$ cat src/hw/data_a_pkg.sv
/*
 * Constants and carrier types for the port A pin steering block.
 * Assumes a 32-bit Avalon-MM register bus with word-aligned byte addresses.
 */
package data_a_pkg;

   // ************************************************************
   // Register map (byte addresses)
   // ************************************************************
   localparam logic [3:0] OFS_DATA     = 4'h0;
   localparam logic [3:0] OFS_DIR      = 4'h4;
   localparam logic [3:0] OFS_LATCH    = 4'h8;
   localparam logic [3:0] OFS_ANALOG   = 4'hC;
   localparam logic [3:0] OFS_STEER    = 4'h0; // Upper bank, see below
   localparam logic       BANK_LOW     = 1'b0;
   localparam logic [1:0] IDX_STEER    = 2'h0;
   localparam logic [1:0] IDX_CONFIG   = 2'h1;

   // ************************************************************
   // Reset values and field layout
   // ************************************************************
   localparam logic [7:0] DIR_RST      = 8'hFF;
   localparam logic [7:0] LATCH_RST    = 8'h00;
   localparam logic [7:0] ANALOG_MASK  = 8'h2F;
   localparam logic [7:0] ANALOG_RST   = 8'h2F;
   localparam logic [7:0] STEER_RST    = 8'h00;
   localparam logic [2:0] CONFIG_RST   = 3'h0;
   localparam int         BIT_U3C      = 7;
   localparam int         BIT_U3B      = 6;
   localparam int         BIT_U2D      = 5;
   localparam int         BIT_U2C      = 4;
   localparam int         BIT_U2B      = 3;
   localparam int         BIT_U2MAIN   = 2;
   localparam int         BIT_U1C      = 1;
   localparam int         BIT_U1B      = 0;
   localparam int         CFG_XOUT     = 0;
   localparam int         CFG_SYSCLK_OUT   = 1;
   localparam int         CFG_XIN      = 2;

   // ************************************************************
   // Carrier types
   // ************************************************************
   typedef struct packed {
      logic       oe;
      logic       dat;
   } out_req_type;

   typedef struct packed {
      logic       read;
      logic       write;
      logic [5:0] address;
      logic [31:0] writedata;
   } bus_req_type;

   typedef struct packed {
      logic [7:0] seg_en;
      logic [7:0] seg_dat;
      logic       xout_dat;
      logic       sysclk_out_dat;
   } data_a_fn_type;

   // Steered capture/PWM requests, one entry per movable function
   typedef struct packed {
      out_req_type u3c;
      out_req_type u3b;
      out_req_type u2d;
      out_req_type u2c;
      out_req_type u2b;
      out_req_type u2main;
      out_req_type u1c;
      out_req_type u1b;
   } pwm_req_type;

   typedef struct packed {
      out_req_type [7:0] port_e;
      out_req_type [6:0] port_d;
      out_req_type       port_c1;
   } steered_type;

endpackage

$ cat src/hw/port_a_pin_steering.sv
/*
 * Port A pin logic: direction, output latch, pin reads with analog masking,
 * output priority per pin, and steering of capture/PWM outputs between
 * alternate pins on ports C, D and E.
 * Assumes pins are synchronous to clk_sys and an Avalon-MM master that
 * holds its request until waitrequest is seen low.
 */
`timescale 1ns/1ps
module port_a_pin_steering (
   input  wire logic                  clk_sys,
   input  wire logic                  srst,
   input  wire logic [5:0]            avs_address,
   input  wire logic                  avs_read,
   input  wire logic                  avs_write,
   input  wire logic [31:0]           avs_writedata,
   input  wire logic [3:0]            avs_byteenable,
   output logic [31:0]                avs_readdata,
   output logic                       avs_waitrequest,
   input  wire logic [7:0]            pad_a_in,
   output logic [7:0]                 pad_a_out,
   output logic [7:0]                 pad_a_oe_n,
   input  wire data_a_pkg::data_a_fn_type fn_req,
   input  wire data_a_pkg::pwm_req_type  pwm_req,
   input  wire logic [7:0]            pad_e_in,
   input  wire logic                  pad_c1_in,
   output data_a_pkg::steered_type     steered,
   output logic                       unit2_main_in
);

   // ************************************************************
   // Registers
   // ************************************************************
   logic [7:0]  dir_r;
   logic [7:0]  latch_r;
   logic [7:0]  analog_r;
   logic [7:0]  steer_r;
   logic [2:0]  config_r;
   logic [7:0]  pin_r;
   logic        ack_r;
   logic [31:0] rdata_nxt;
   logic        hit_lo;
   logic        hit_hi;
   logic        acc;
   logic        wr_go;
   logic        lane0;

   // Bank bit 5 splits port registers from steering/config
   assign acc    = (avs_read | avs_write) & ~ack_r;
   // Writes land on the answer edge, while the master still holds its request
   assign wr_go  = avs_write & ack_r & lane0;
   assign lane0  = avs_byteenable[0];
   assign hit_lo = (avs_address[5] == data_a_pkg::BANK_LOW) & (avs_address[1:0] == 2'h0)
                   & (avs_address[4] == 1'b0);
   assign hit_hi = (avs_address[5] != data_a_pkg::BANK_LOW) & (avs_address[1:0] == 2'h0)
                   & (avs_address[4] == 1'b0);

   // Pin sample: reads see the level one cycle old, a deliberate register stage
   always_ff @(posedge clk_sys) begin
      if (srst) begin
         pin_r <= 8'h00;
      end else begin
         pin_r <= pad_a_in;
      end
   end

   // Direction register
   always_ff @(posedge clk_sys) begin
      if (srst) begin
         dir_r <= data_a_pkg::DIR_RST;
      end else if (wr_go && hit_lo && avs_address[3:0] == data_a_pkg::OFS_DIR) begin
         dir_r <= avs_writedata[7:0];
      end
   end

   // Latch: data and latch offsets both land here
   always_ff @(posedge clk_sys) begin
      if (srst) begin
         latch_r <= data_a_pkg::LATCH_RST;
      end else if (wr_go && hit_lo && (avs_address[3:0] == data_a_pkg::OFS_DATA
                                     || avs_address[3:0] == data_a_pkg::OFS_LATCH)) begin
         latch_r <= avs_writedata[7:0];
      end
   end

   // Analog select; unimplemented bits stay zero
   always_ff @(posedge clk_sys) begin
      if (srst) begin
         analog_r <= data_a_pkg::ANALOG_RST;
      end else if (wr_go && hit_lo && avs_address[3:0] == data_a_pkg::OFS_ANALOG) begin
         analog_r <= avs_writedata[7:0] & data_a_pkg::ANALOG_MASK;
      end
   end

   // Steering and configuration-word image
   always_ff @(posedge clk_sys) begin
      if (srst) begin
         steer_r  <= data_a_pkg::STEER_RST;
         config_r <= data_a_pkg::CONFIG_RST;
      end else if (wr_go && hit_hi) begin
         if (avs_address[3:2] == data_a_pkg::IDX_STEER) begin
            steer_r <= avs_writedata[7:0];
         end else if (avs_address[3:2] == data_a_pkg::IDX_CONFIG) begin
            config_r <= avs_writedata[2:0];
         end
      end
   end

   // ************************************************************
   // Bus answer: one wait cycle, then acknowledge
   // ************************************************************
   always_comb begin
      rdata_nxt = 32'h0000_0000;
      if (hit_lo) begin
         case (avs_address[3:0])
            data_a_pkg::OFS_DATA:   rdata_nxt = {24'h00_0000, pin_r & ~analog_r};
            data_a_pkg::OFS_DIR:    rdata_nxt = {24'h00_0000, dir_r};
            data_a_pkg::OFS_LATCH:  rdata_nxt = {24'h00_0000, latch_r};
            data_a_pkg::OFS_ANALOG: rdata_nxt = {24'h00_0000, analog_r};
            default:               rdata_nxt = 32'h0000_0000;
         endcase
      end else if (hit_hi) begin
         case (avs_address[3:2])
            data_a_pkg::IDX_STEER:  rdata_nxt = {24'h00_0000, steer_r};
            data_a_pkg::IDX_CONFIG: rdata_nxt = {29'h0000_0000, config_r};
            default:               rdata_nxt = 32'h0000_0000;
         endcase
      end
   end

   // Ack register; unmapped reads return zero, writes are dropped
   always_ff @(posedge clk_sys) begin
      if (srst) begin
         ack_r           <= 1'b0;
         avs_waitrequest <= 1'b1;
         avs_readdata    <= 32'h0000_0000;
      end else begin
         ack_r           <= acc;
         // Own flop, so the bus sees no gate behind the register
         avs_waitrequest <= ~acc;
         if (acc && avs_read) begin
            avs_readdata <= rdata_nxt;
         end
      end
   end

   // ************************************************************
   // Port A drivers and priority
   // ************************************************************
   logic [7:0] own_oe;
   logic [7:0] own_dat;

   always_comb begin
      for (int i = 0; i < 8; i++) begin
         // direction gates the port driver unless a segment or clock function owns the pin
         own_oe[i]  = ~dir_r[i];
         own_dat[i] = latch_r[i];
         if (fn_req.seg_en[i]) begin
            own_oe[i]  = 1'b1;
            own_dat[i] = fn_req.seg_dat[i];
         end
      end
      if (config_r[data_a_pkg::CFG_XOUT]) begin
         own_oe[6]  = 1'b1;
         own_dat[6] = fn_req.xout_dat;
      end else if (config_r[data_a_pkg::CFG_SYSCLK_OUT]) begin
         own_oe[6]  = 1'b1;
         own_dat[6] = fn_req.sysclk_out_dat;
      end
      if (config_r[data_a_pkg::CFG_XIN]) begin
         own_oe[7]  = 1'b0;
         own_dat[7] = 1'b0;
      end
   end

   // Registered pad drive; enable is active low
   always_ff @(posedge clk_sys) begin
      if (srst) begin
         pad_a_out  <= 8'h00;
         pad_a_oe_n <= 8'hFF;
      end else begin
         pad_a_out  <= own_dat;
         pad_a_oe_n <= ~own_oe;
      end
   end

   // ************************************************************
   // Capture/PWM steering
   // ************************************************************
   data_a_pkg::steered_type st_nxt;
   localparam data_a_pkg::out_req_type IDLE = '{oe: 1'b0, dat: 1'b0};

   // unselected pin sees an idle request; no direction register touched
   always_comb begin
      st_nxt = '0;
      if (steer_r[data_a_pkg::BIT_U3C]) st_nxt.port_d[3] = pwm_req.u3c;
      else                             st_nxt.port_e[3] = pwm_req.u3c;
      if (steer_r[data_a_pkg::BIT_U3B]) st_nxt.port_d[4] = pwm_req.u3b;
      else                             st_nxt.port_e[4] = pwm_req.u3b;
      if (steer_r[data_a_pkg::BIT_U2D]) st_nxt.port_d[0] = pwm_req.u2d;
      else                             st_nxt.port_e[0] = pwm_req.u2d;
      if (steer_r[data_a_pkg::BIT_U2C]) st_nxt.port_d[1] = pwm_req.u2c;
      else                             st_nxt.port_e[1] = pwm_req.u2c;
      if (steer_r[data_a_pkg::BIT_U2B]) st_nxt.port_d[2] = pwm_req.u2b;
      else                             st_nxt.port_e[2] = pwm_req.u2b;
      if (steer_r[data_a_pkg::BIT_U2MAIN]) st_nxt.port_e[7] = pwm_req.u2main;
      else                                st_nxt.port_c1   = pwm_req.u2main;
      if (steer_r[data_a_pkg::BIT_U1C]) st_nxt.port_d[5] = pwm_req.u1c;
      else                             st_nxt.port_e[5] = pwm_req.u1c;
      if (steer_r[data_a_pkg::BIT_U1B]) st_nxt.port_d[6] = pwm_req.u1b;
      else                             st_nxt.port_e[6] = pwm_req.u1b;
   end

   // Registered steering outputs and unit 2 input path
   always_ff @(posedge clk_sys) begin
      if (srst) begin
         steered       <= '0;
         unit2_main_in <= 1'b0;
      end else begin
         steered       <= st_nxt;
         unit2_main_in <= steer_r[data_a_pkg::BIT_U2MAIN] ? pad_e_in[7] : pad_c1_in;
      end
   end

   // ************************************************************
   // Checks
   // ************************************************************
   dir_drive_a: assert property (@(posedge clk_sys) disable iff (srst)
      (dir_r == 8'hFF && fn_req.seg_en == 8'h00 && config_r == 3'h0)
      |=> pad_a_oe_n == 8'hFF) else $error("input pins driven");
   latch_drive_a: assert property (@(posedge clk_sys) disable iff (srst)
      (!dir_r[0] && !fn_req.seg_en[0]) |=> (!pad_a_oe_n[0] && pad_a_out[0] == $past(latch_r[0])))
      else $error("latch not driven");
   analog_read_a: assert property (@(posedge clk_sys) disable iff (srst)
      (acc && avs_read && hit_lo && avs_address[3:0] == data_a_pkg::OFS_DATA && analog_r[0])
      |=> avs_readdata[0] == 1'b0) else $error("analog pin read nonzero");
   latch_write_a: assert property (@(posedge clk_sys) disable iff (srst)
      (wr_go && hit_lo && avs_address[3:0] == data_a_pkg::OFS_LATCH)
      |=> latch_r == $past(avs_writedata[7:0])) else $error("latch write lost");
   seg_prio_a: assert property (@(posedge clk_sys) disable iff (srst)
      fn_req.seg_en[2] |=> (!pad_a_oe_n[2] && pad_a_out[2] == $past(fn_req.seg_dat[2])))
      else $error("segment lost priority");
   xout_prio_a: assert property (@(posedge clk_sys) disable iff (srst)
      config_r[data_a_pkg::CFG_XOUT] |=> pad_a_out[6] == $past(fn_req.xout_dat))
      else $error("pin 6 order wrong");
   xin_free_a: assert property (@(posedge clk_sys) disable iff (srst)
      config_r[data_a_pkg::CFG_XIN] |=> pad_a_oe_n[7]) else $error("pin 7 driven");
   steer_u3c_a: assert property (@(posedge clk_sys) disable iff (srst)
      steer_r[data_a_pkg::BIT_U3C] |=> steered.port_e[3] == IDLE)
      else $error("unit 3 C on both pins");
   steer_u2m_a: assert property (@(posedge clk_sys) disable iff (srst)
      !steer_r[data_a_pkg::BIT_U2MAIN] |=> steered.port_c1 == $past(pwm_req.u2main))
      else $error("unit 2 main not on C1");
   bus_ack_a: assert property (@(posedge clk_sys) disable iff (srst)
      (avs_read && avs_waitrequest) |=> !avs_waitrequest) else $error("bus answer late");

   // ************************************************************
   // Further checks: steering, priority, reset and bus timing
   // ************************************************************
   // Each movable output sits on one pin, the other pin idles
   steer_u3b_a: assert property (@(posedge clk_sys) disable iff (srst)
      !steer_r[data_a_pkg::BIT_U3B] |=> (steered.port_e[4] == $past(pwm_req.u3b)
      && steered.port_d[4] == IDLE)) else $error("unit 3 B misrouted");
   steer_u2d_a: assert property (@(posedge clk_sys) disable iff (srst)
      steer_r[data_a_pkg::BIT_U2D] |=> (steered.port_d[0] == $past(pwm_req.u2d)
      && steered.port_e[0] == IDLE)) else $error("unit 2 D misrouted");
   steer_u2c_a: assert property (@(posedge clk_sys) disable iff (srst)
      !steer_r[data_a_pkg::BIT_U2C] |=> (steered.port_e[1] == $past(pwm_req.u2c)
      && steered.port_d[1] == IDLE)) else $error("unit 2 C misrouted");
   steer_u2b_a: assert property (@(posedge clk_sys) disable iff (srst)
      steer_r[data_a_pkg::BIT_U2B] |=> (steered.port_d[2] == $past(pwm_req.u2b)
      && steered.port_e[2] == IDLE)) else $error("unit 2 B misrouted");
   steer_u1c_a: assert property (@(posedge clk_sys) disable iff (srst)
      steer_r[data_a_pkg::BIT_U1C] |=> (steered.port_d[5] == $past(pwm_req.u1c)
      && steered.port_e[5] == IDLE)) else $error("unit 1 C misrouted");
   steer_u1b_a: assert property (@(posedge clk_sys) disable iff (srst)
      !steer_r[data_a_pkg::BIT_U1B] |=> (steered.port_e[6] == $past(pwm_req.u1b)
      && steered.port_d[6] == IDLE)) else $error("unit 1 B misrouted");

   // Unit 2 main function uses the chosen pin both ways
   main_in_path_a: assert property (@(posedge clk_sys) disable iff (srst)
      steer_r[data_a_pkg::BIT_U2MAIN] |=> (unit2_main_in == $past(pad_e_in[7])
      && steered.port_c1 == IDLE)) else $error("unit 2 main path wrong");
   steer_dir_a: assert property (@(posedge clk_sys) disable iff (srst)
      (wr_go && hit_hi) |=> $stable(dir_r)) else $error("steering moved direction");

   // Analog select gates reads only; drivers and owners stay as they were
   analog_out_a: assert property (@(posedge clk_sys) disable iff (srst)
      (!dir_r[1] && !fn_req.seg_en[1] && analog_r[1])
      |=> (!pad_a_oe_n[1] && pad_a_out[1] == $past(latch_r[1])))
      else $error("analog pin not driven");
   analog_dir_a: assert property (@(posedge clk_sys) disable iff (srst)
      (dir_r[3] && analog_r[3] && !fn_req.seg_en[3]) |=> pad_a_oe_n[3])
      else $error("analog input driven");
   seg_analog_a: assert property (@(posedge clk_sys) disable iff (srst)
      (fn_req.seg_en[0] && analog_r[0])
      |=> (!pad_a_oe_n[0] && pad_a_out[0] == $past(fn_req.seg_dat[0])))
      else $error("segment lost on analog pin");

   // Lower-ranked owners of pins 6 and 7
   sysclk_out_prio_a: assert property (@(posedge clk_sys) disable iff (srst)
      (!config_r[data_a_pkg::CFG_XOUT] && config_r[data_a_pkg::CFG_SYSCLK_OUT])
      |=> (!pad_a_oe_n[6] && pad_a_out[6] == $past(fn_req.sysclk_out_dat)))
      else $error("clock out lost pin 6");
   seg_pin6_a: assert property (@(posedge clk_sys) disable iff (srst)
      (!config_r[data_a_pkg::CFG_XOUT] && !config_r[data_a_pkg::CFG_SYSCLK_OUT] && fn_req.seg_en[6])
      |=> (!pad_a_oe_n[6] && pad_a_out[6] == $past(fn_req.seg_dat[6])))
      else $error("segment lost pin 6");
   seg_pin7_a: assert property (@(posedge clk_sys) disable iff (srst)
      (!config_r[data_a_pkg::CFG_XIN] && fn_req.seg_en[7])
      |=> (!pad_a_oe_n[7] && pad_a_out[7] == $past(fn_req.seg_dat[7])))
      else $error("segment lost pin 7");
   latch_pin6_a: assert property (@(posedge clk_sys) disable iff (srst)
      (config_r == 3'h0 && !fn_req.seg_en[6] && !dir_r[6])
      |=> pad_a_out[6] == $past(latch_r[6])) else $error("latch lost pin 6");

   // Values right after reset
   analog_rst_a: assert property (@(posedge clk_sys) disable iff (srst)
      $past(srst) |-> analog_r == data_a_pkg::ANALOG_RST) else $error("analog reset wrong");
   dir_rst_a: assert property (@(posedge clk_sys) disable iff (srst)
      $past(srst) |-> (dir_r == data_a_pkg::DIR_RST && pad_a_oe_n == 8'hFF))
      else $error("direction reset wrong");
   steer_rst_a: assert property (@(posedge clk_sys) disable iff (srst)
      $past(srst) |-> (steer_r == data_a_pkg::STEER_RST && steered == '0))
      else $error("steering reset wrong");

   // Register accesses land on the answer edge
   dir_write_a: assert property (@(posedge clk_sys) disable iff (srst)
      (avs_write && !avs_waitrequest && avs_byteenable[0] && hit_lo
       && avs_address[3:0] == data_a_pkg::OFS_DIR) |=> dir_r == $past(avs_writedata[7:0]))
      else $error("direction write lost");
   data_write_a: assert property (@(posedge clk_sys) disable iff (srst)
      (wr_go && hit_lo && avs_address[3:0] == data_a_pkg::OFS_DATA)
      |=> latch_r == $past(avs_writedata[7:0])) else $error("data write lost");
   latch_read_a: assert property (@(posedge clk_sys) disable iff (srst)
      (acc && avs_read && hit_lo && avs_address[3:0] == data_a_pkg::OFS_LATCH)
      |=> avs_readdata == {24'h00_0000, $past(latch_r)}) else $error("latch readback wrong");
   pin_read_a: assert property (@(posedge clk_sys) disable iff (srst)
      (acc && avs_read && hit_lo && avs_address[3:0] == data_a_pkg::OFS_DATA)
      |=> avs_readdata[4] == $past(pin_r[4])) else $error("pin level not read");
   unmapped_read_a: assert property (@(posedge clk_sys) disable iff (srst)
      (acc && avs_read && avs_address[4]) |=> avs_readdata == 32'h0000_0000)
      else $error("unmapped read nonzero");
   answer_once_a: assert property (@(posedge clk_sys) disable iff (srst)
      !avs_waitrequest |=> avs_waitrequest) else $error("answer held too long");

endmodule

$ cat config.mk
export PLATFORM = sky130hd
export DESIGN_NAME = port_a_pin_steering
export DESIGN_NICKNAME = d
export VERILOG_FILES = /design/src/hw/data_a_pkg.sv /design/src/hw/port_a_pin_steering.sv
export SDC_FILE = /design/constraint.sdc
export NUM_CORES = 1
export LEC_CHECK = 0
export BUFFER_PORTS_ARGS = -buffer_cell sky130_fd_sc_hd__buf_2
export CAP_MARGIN = 0
export CORE_ASPECT_RATIO = 0.7
export CORE_MARGIN = 2
export CORE_UTILIZATION = 49
export CTS_CLUSTER_SIZE = 30
export DETAILED_ROUTE_END_ITERATION = 10
export PLACE_DENSITY = 0.84
export SLEW_MARGIN = 40
export SYNTH_ARGS = -nofsm -noshare
export SYNTH_HDL_FRONTEND = slang
export SYNTH_SLANG_ARGS = --single-unit
$ cat constraint.sdc
create_clock -name clk_sys -period 2.6 [get_ports clk_sys]
set_input_delay 0.13 -clock clk_sys [delete_from_list [all_inputs] [get_ports clk_sys]]
set_output_delay 0.13 -clock clk_sys [all_outputs]
set_load 0.005 [all_outputs]
Word level (Yosys, flattened, before mapping)

Cells that the tools add are included.

Bits in registers: 123
Latch bits: 0
Memory bits (writable): 0
Memory bits (read-only): 0
Bits of input ports: 97
Output and inout bits: 82
Memories: 0

Add/sub/neg operators: 0
Multipliers: 0
Div/mod/pow operators: 0
Order comparisons: 0
Eq/ne operators: 4
Shift-type cells: 0
Muxes and demuxes: 26
Bitwise operators: 32
Reductions and logical operators: 29

Operators with widths:

| cell                 | number |
|---|---|
| $reduce_or A2 Y1     | 17 |
| $mux W32             | 1 |
| $pmux W8 S4          | 1 |
| $mux W1              | 22 |
| $not A1 Y1           | 21 |
| $pmux W8 S2          | 1 |
| $and A8 B8 Y8        | 1 |
| $eq A4 B4 Y1 const B | 2 |
| $mux W8              | 1 |
| $not A6 Y8           | 1 |
| $not A8 Y8           | 1 |
| $and A1 B1 Y1        | 7 |
| $logic_and A1 B1 Y1  | 6 |
| $eq A4 B3 Y1 const B | 1 |
| $logic_not A2 Y1     | 2 |
| $logic_not A4 Y1     | 1 |
| $reduce_and A3 Y1    | 1 |
| $eq A2 B1 Y1 const B | 1 |
| $reduce_and A2 Y1    | 1 |
| $logic_or A1 B1 Y1   | 1 |
| $or A1 B1 Y1         | 1 |

Depth between registers and ports, before layout

Word-level depth: 5
Depth in mapped cells: 6
Mapped depth without buffers: 4

Least setup slack after synthesis

OpenSTA, ideal clock, no wires.

Kind: input -> register
Start: in avs_address[1]
End: reg latch_r[7]
Arrival time: 1.442 ns
Setup slack: 1.030 ns
Cell stages on the path: 5
Buffers on the path: 1
Path through: or4_4 > buf_6 > nor3_4 > mux2i_1 > nor2_1

Cells in the longest elaborated chain, start to end: 5
Elaborated cells on any way between the ends: 8
Those cells by class: 1 x eq/ne; 2 x bitwise; 5 x reduce/logical

Ends and longest elaborated chain:

| element                 | line                      | RTL |
|---|---|---|
| start: declaration      | port_a_pin_steering.sv:12 | `input wire logic [5:0] avs_address,` |
| $logic_not A2 Y1        | port_a_pin_steering.sv:52 | `assign hit_lo = (avs_address[5] == data_a_pkg::BANK_LOW) & (avs_address[1:0] == 2'h0)` |
| $and A1 B1 Y1           | port_a_pin_steering.sv:52 |  |
| $and A1 B1 Y1           | port_a_pin_steering.sv:53 | `& (avs_address[4] == 1'b0);` |
| $logic_and A1 B1 Y1     | port_a_pin_steering.sv:79 | `end else if (wr_go && hit_lo && (avs_address[3:0] == data_a_pkg::OFS_DATA` |
| $logic_and A1 B1 Y1 (*) | port_a_pin_steering.sv:79 |  |
| end signal: assignment  | port_a_pin_steering.sv:78 | `latch_r <= data_a_pkg::LATCH_RST;` |
| end signal: assignment  | port_a_pin_steering.sv:81 | `latch_r <= avs_writedata[7:0];` |
| end: declaration        | port_a_pin_steering.sv:34 | `logic [7:0] latch_r;` |

Mark *: on every way between the ends. The rest lies on a longest branch, timed or not.
A chain may end at the register's enable or synchronous reset.

Final worst setup path

Start: reg ack_r
End: reg steer_r[4]

Cells in the longest elaborated chain, start to end: 4

Ends and longest elaborated chain:

| element                            | line                       | RTL |
|---|---|---|
| start: declaration                 | port_a_pin_steering.sv:39  | `logic ack_r;` |
| start signal: assignment           | port_a_pin_steering.sv:133 | `ack_r <= 1'b0;` |
| start signal: assignment           | port_a_pin_steering.sv:137 | `ack_r <= acc;` |
| $and A1 B1 Y1 (2 in series)        | port_a_pin_steering.sv:50  | `assign wr_go = avs_write & ack_r & lane0;` |
| $logic_and A1 B1 Y1                | port_a_pin_steering.sv:99  | `end else if (wr_go && hit_hi) begin` |
| $reduce_and A2 Y1 (no source line) | -                          |  |
| end signal: assignment             | port_a_pin_steering.sv:97  | `steer_r <= data_a_pkg::STEER_RST;` |
| end signal: assignment             | port_a_pin_steering.sv:101 | `steer_r <= avs_writedata[7:0];` |
| end: declaration                   | port_a_pin_steering.sv:36  | `logic [7:0] steer_r;` |

No other way between the ends.

==> flow_metrics.env <==
export IMPL_insertion_delay_ps=360
export IMPL_htreeDepth=3
export IMPL_gr_total_overflow=0
export IMPL_power_density_nw_per_um2=611.3
export IMPL_num_antenna_cells=0
export IMPL_ys_ff_latch=99
export IMPL_nNetsFinal=598
export IMPL_place_gp_congestion=0.8025
export IMPL_path_clk_slew_ps=90
export IMPL_cts_tree="built"
export IMPL_syn_area_sq_um=3674
export IMPL_areaGrowthSynthToFinish_pct=28.17
export IMPL_p_leak_nw=2.280
export IMPL_grt_max_degree=37
export IMPL_synth_cell_types=34
export IMPL_yosysSeqAreaShare_pct=53.95
export IMPL_fin_ws_ps=852.1
export IMPL_vias=3024
export IMPL_worstSetupStartpointType="register"
export IMPL_post_dp_cell_area_sq_um=4243
export IMPL_cts_buffers=9
export IMPL_worstPathArrival_ps=1970
export IMPL_viasPerCell=5.015
export IMPL_slew_violations=0
export IMPL_detail_route_iter0_violations=145
export IMPL_critical_path_required_ps=2830
export IMPL_cts_buffer_depth=2
export IMPL_status="completed"
export IMPL_tns_ps=0
export IMPL_period_share_pct=67.23
export IMPL_cts_sinks=99
export IMPL_relSlewSlack_pct=51.20
export IMPL_grt_antenna_before_repair=0
export IMPL_final_cell_area_sq_um=4708
export IMPL_synth_area_per_cell_sq_um=10.15
export IMPL_endpoint_kind="register"
export IMPL_worstMarginPinSlew_ps=726.5
export IMPL_die_area_sq_um=8217
export IMPL_fin_worst_skew_ps=10.33
export IMPL_drive_above_1_share_pct=29.50
export IMPL_grt_setup_unrepaired="false"
export IMPL_rows=26
export IMPL_dr_pass1_iters=4
export IMPL_die_w_um=107.5
export IMPL_r2r_setup_slack_ps=850
export IMPL_clock_fmax_mhz=572.1
export IMPL_multiInputGateArea_sq_um=1478
export IMPL_timing_hold_ws_ps=13.96
export IMPL_grt_pass1_wl_um=13950
export IMPL_post_dp_hpwl_um=5919
export IMPL_post_cts_buffers=0
export IMPL_dieHeight_um=76.44
export IMPL_syn_inst=362
export IMPL_avgRoutedWirePerCell_um=14.41
export IMPL_initial_core_util_pct=50.41
export IMPL_seq_area_sq_um=1982
export IMPL_crit_path_max_fanout=8
export IMPL_peakVddDrop_v=0.0003734
export IMPL_pre_cts_slack_ps=663.3
export IMPL_clockRootBuffer="clkbuf_8"
export IMPL_critPathKind="reg2reg"
export IMPL_postRouteAntennaNets=0
export IMPL_grt_use_total_pct=21.77
export IMPL_maxCapViolations=0
export IMPL_wirelength_um=8691
export IMPL_hp_class="in2reg"
export IMPL_hold_violations=0
export IMPL_synth_yosys_warnings=0
export IMPL_setup_viol=0
export IMPL_final_util_pct=64.61
export IMPL_core_sq_um=7287
export IMPL_portBuffers=120
export IMPL_final_cell_mix="buf_2 (120), dfxtp_1 (99), nor2_1 (39), mux2i_1 (38), dlygate4sd3_1 (25)"
export IMPL_io_pins=179
export IMPL_final_min_clock_period_ps=1748
export IMPL_drc_errors=0
export IMPL_grt_pass1_vias=2983
export IMPL_final_common_cell="buf_2"
export IMPL_n_fill_cell=598
-- synthesized netlist by cell type --
library cell | instances | area share, %
o21ai_1 | 4 | 0.54
nand2b_1 | 1 | 0.17
o41ai_1 | 1 | 0.24
nand4_1 | 1 | 0.17
or4_1 | 1 | 0.20
nor3_4 | 2 | 0.89
and3_1 | 16 | 2.7
nor3b_1 | 16 | 3.3
or4_4 | 1 | 0.31
mux2_2 | 3 | 0.92
a21oi_1 | 8 | 1.1
mux2i_1 | 38 | 10
a31o_2 | 4 | 0.95
a31oi_1 | 8 | 1.4
inv_1 | 10 | 1.0
buf_6 | 1 | 0.31
clkbuf_1 | 9 | 0.92
nor2b_1 | 10 | 1.7
o21a_1 | 1 | 0.20
nor2_1 | 39 | 4.0
dfxtp_1 | 99 | 54
nand2_1 | 13 | 1.3
a211o_1 | 5 | 1.2
or3_1 | 1 | 0.17
o2bb2ai_1 | 3 | 0.72
o21ai_0 | 19 | 2.6
nor3_1 | 4 | 0.54
conb_1 | 1 | 0.10
a21o_1 | 4 | 0.82
buf_4 | 24 | 4.9
buf_2 | 3 | 0.41
nand3_1 | 1 | 0.14
a221oi_1 | 5 | 1.2
buf_1 | 6 | 0.61
-- routing by layer --
metal,track usage [%],vias up,part of all wire (%)
li1,-,1482,-
met1,25.34,1425,43
met2,37.86,103,49
met3,6.587,14,6.3
met4,7.564,0,1.7
met5,0,-,0
-- through the flow --
stage / power (mW) / instances
global route: 2.994 / 603
finish: 2.878 / 603
floorplan: 1.741 / 385
detailed placement: 1.829 / 563
CTS: 2.898 / 603
global placement: 1.822 / 563
-- critical path, cell delays in order (launching register included) --
cell,delay (ps)
dfxtp_1,370
nand3_1,170
or4_1,770
mux2i_1,250
nor2_1,50
-- cell type report --
class / count / area share, %
well taps: 98 / 2.604
inverters: 10 / 0.7972
multi-input cells: 233 / 31.38
flip-flops and latches: 99 / 42.09
repair buffers: 148 / 18.55
clock buffers: 10 / 2.923
clock inverters: 5 / 1.648
-- kinds of logic (layout without fill, tap and decap cells) --
| kind of cell | after synthesis | count (layout) | synth area share (%) |
|---|---|---|---|
| simple gates | 106 | 106 | 15.60 |
| flops | 99 | 99 | 53.95 |
| compound gates | 62 | 62 | 10.90 |
| buf+inv | 53 | 173 | 8.174 |
| mux | 41 | 41 | 11.27 |
| other cells | 1 | 24 | 0.1021 |
-- power breakdown --
part           internal, mW  switching, mW
registers              1.56         0.0129
logic                 0.126          0.129
clock network         0.559          0.494
-- flip-flops by register name, summed over array words and instances, names as in the netlist --
| name | cells |
|---|---|
| pin_r | 8 |
| steer_r | 8 |
| pad_a_out | 8 |
| ack_r | 1 |
| config_r | 3 |
| analog_r | 5 |
| steered | 32 |
| latch_r | 8 |
| avs_waitrequest | 1 |
| avs_readdata | 8 |
| unit2_main_in | 1 |
| pad_a_oe_n | 8 |
| dir_r | 8 |
-- repair_timing --
action / 4_1_cts / 5_1_grt
gates resized for setup: 0 / 0
hold buffers: 25 / 0
hold endpoints to repair: 24 / 0
-- final timing paths --
kind	start	to	depth (start not counted)
worst max register to register	ack_r$_SDFF_PP0_	steer_r[4]$_SDFFE_PP0P_	4
worst min-delay path	pwm_req[7]	steered[7]$_SDFF_PP0_	2
worst max-delay path	ack_r$_SDFF_PP0_	steer_r[4]$_SDFFE_PP0P_	4
worst min register to register	dir_r[0]$_SDFFE_PP1P_	dir_r[0]$_SDFFE_PP1P_	2
Note: power is estimated with default switching activity, not from simulation.
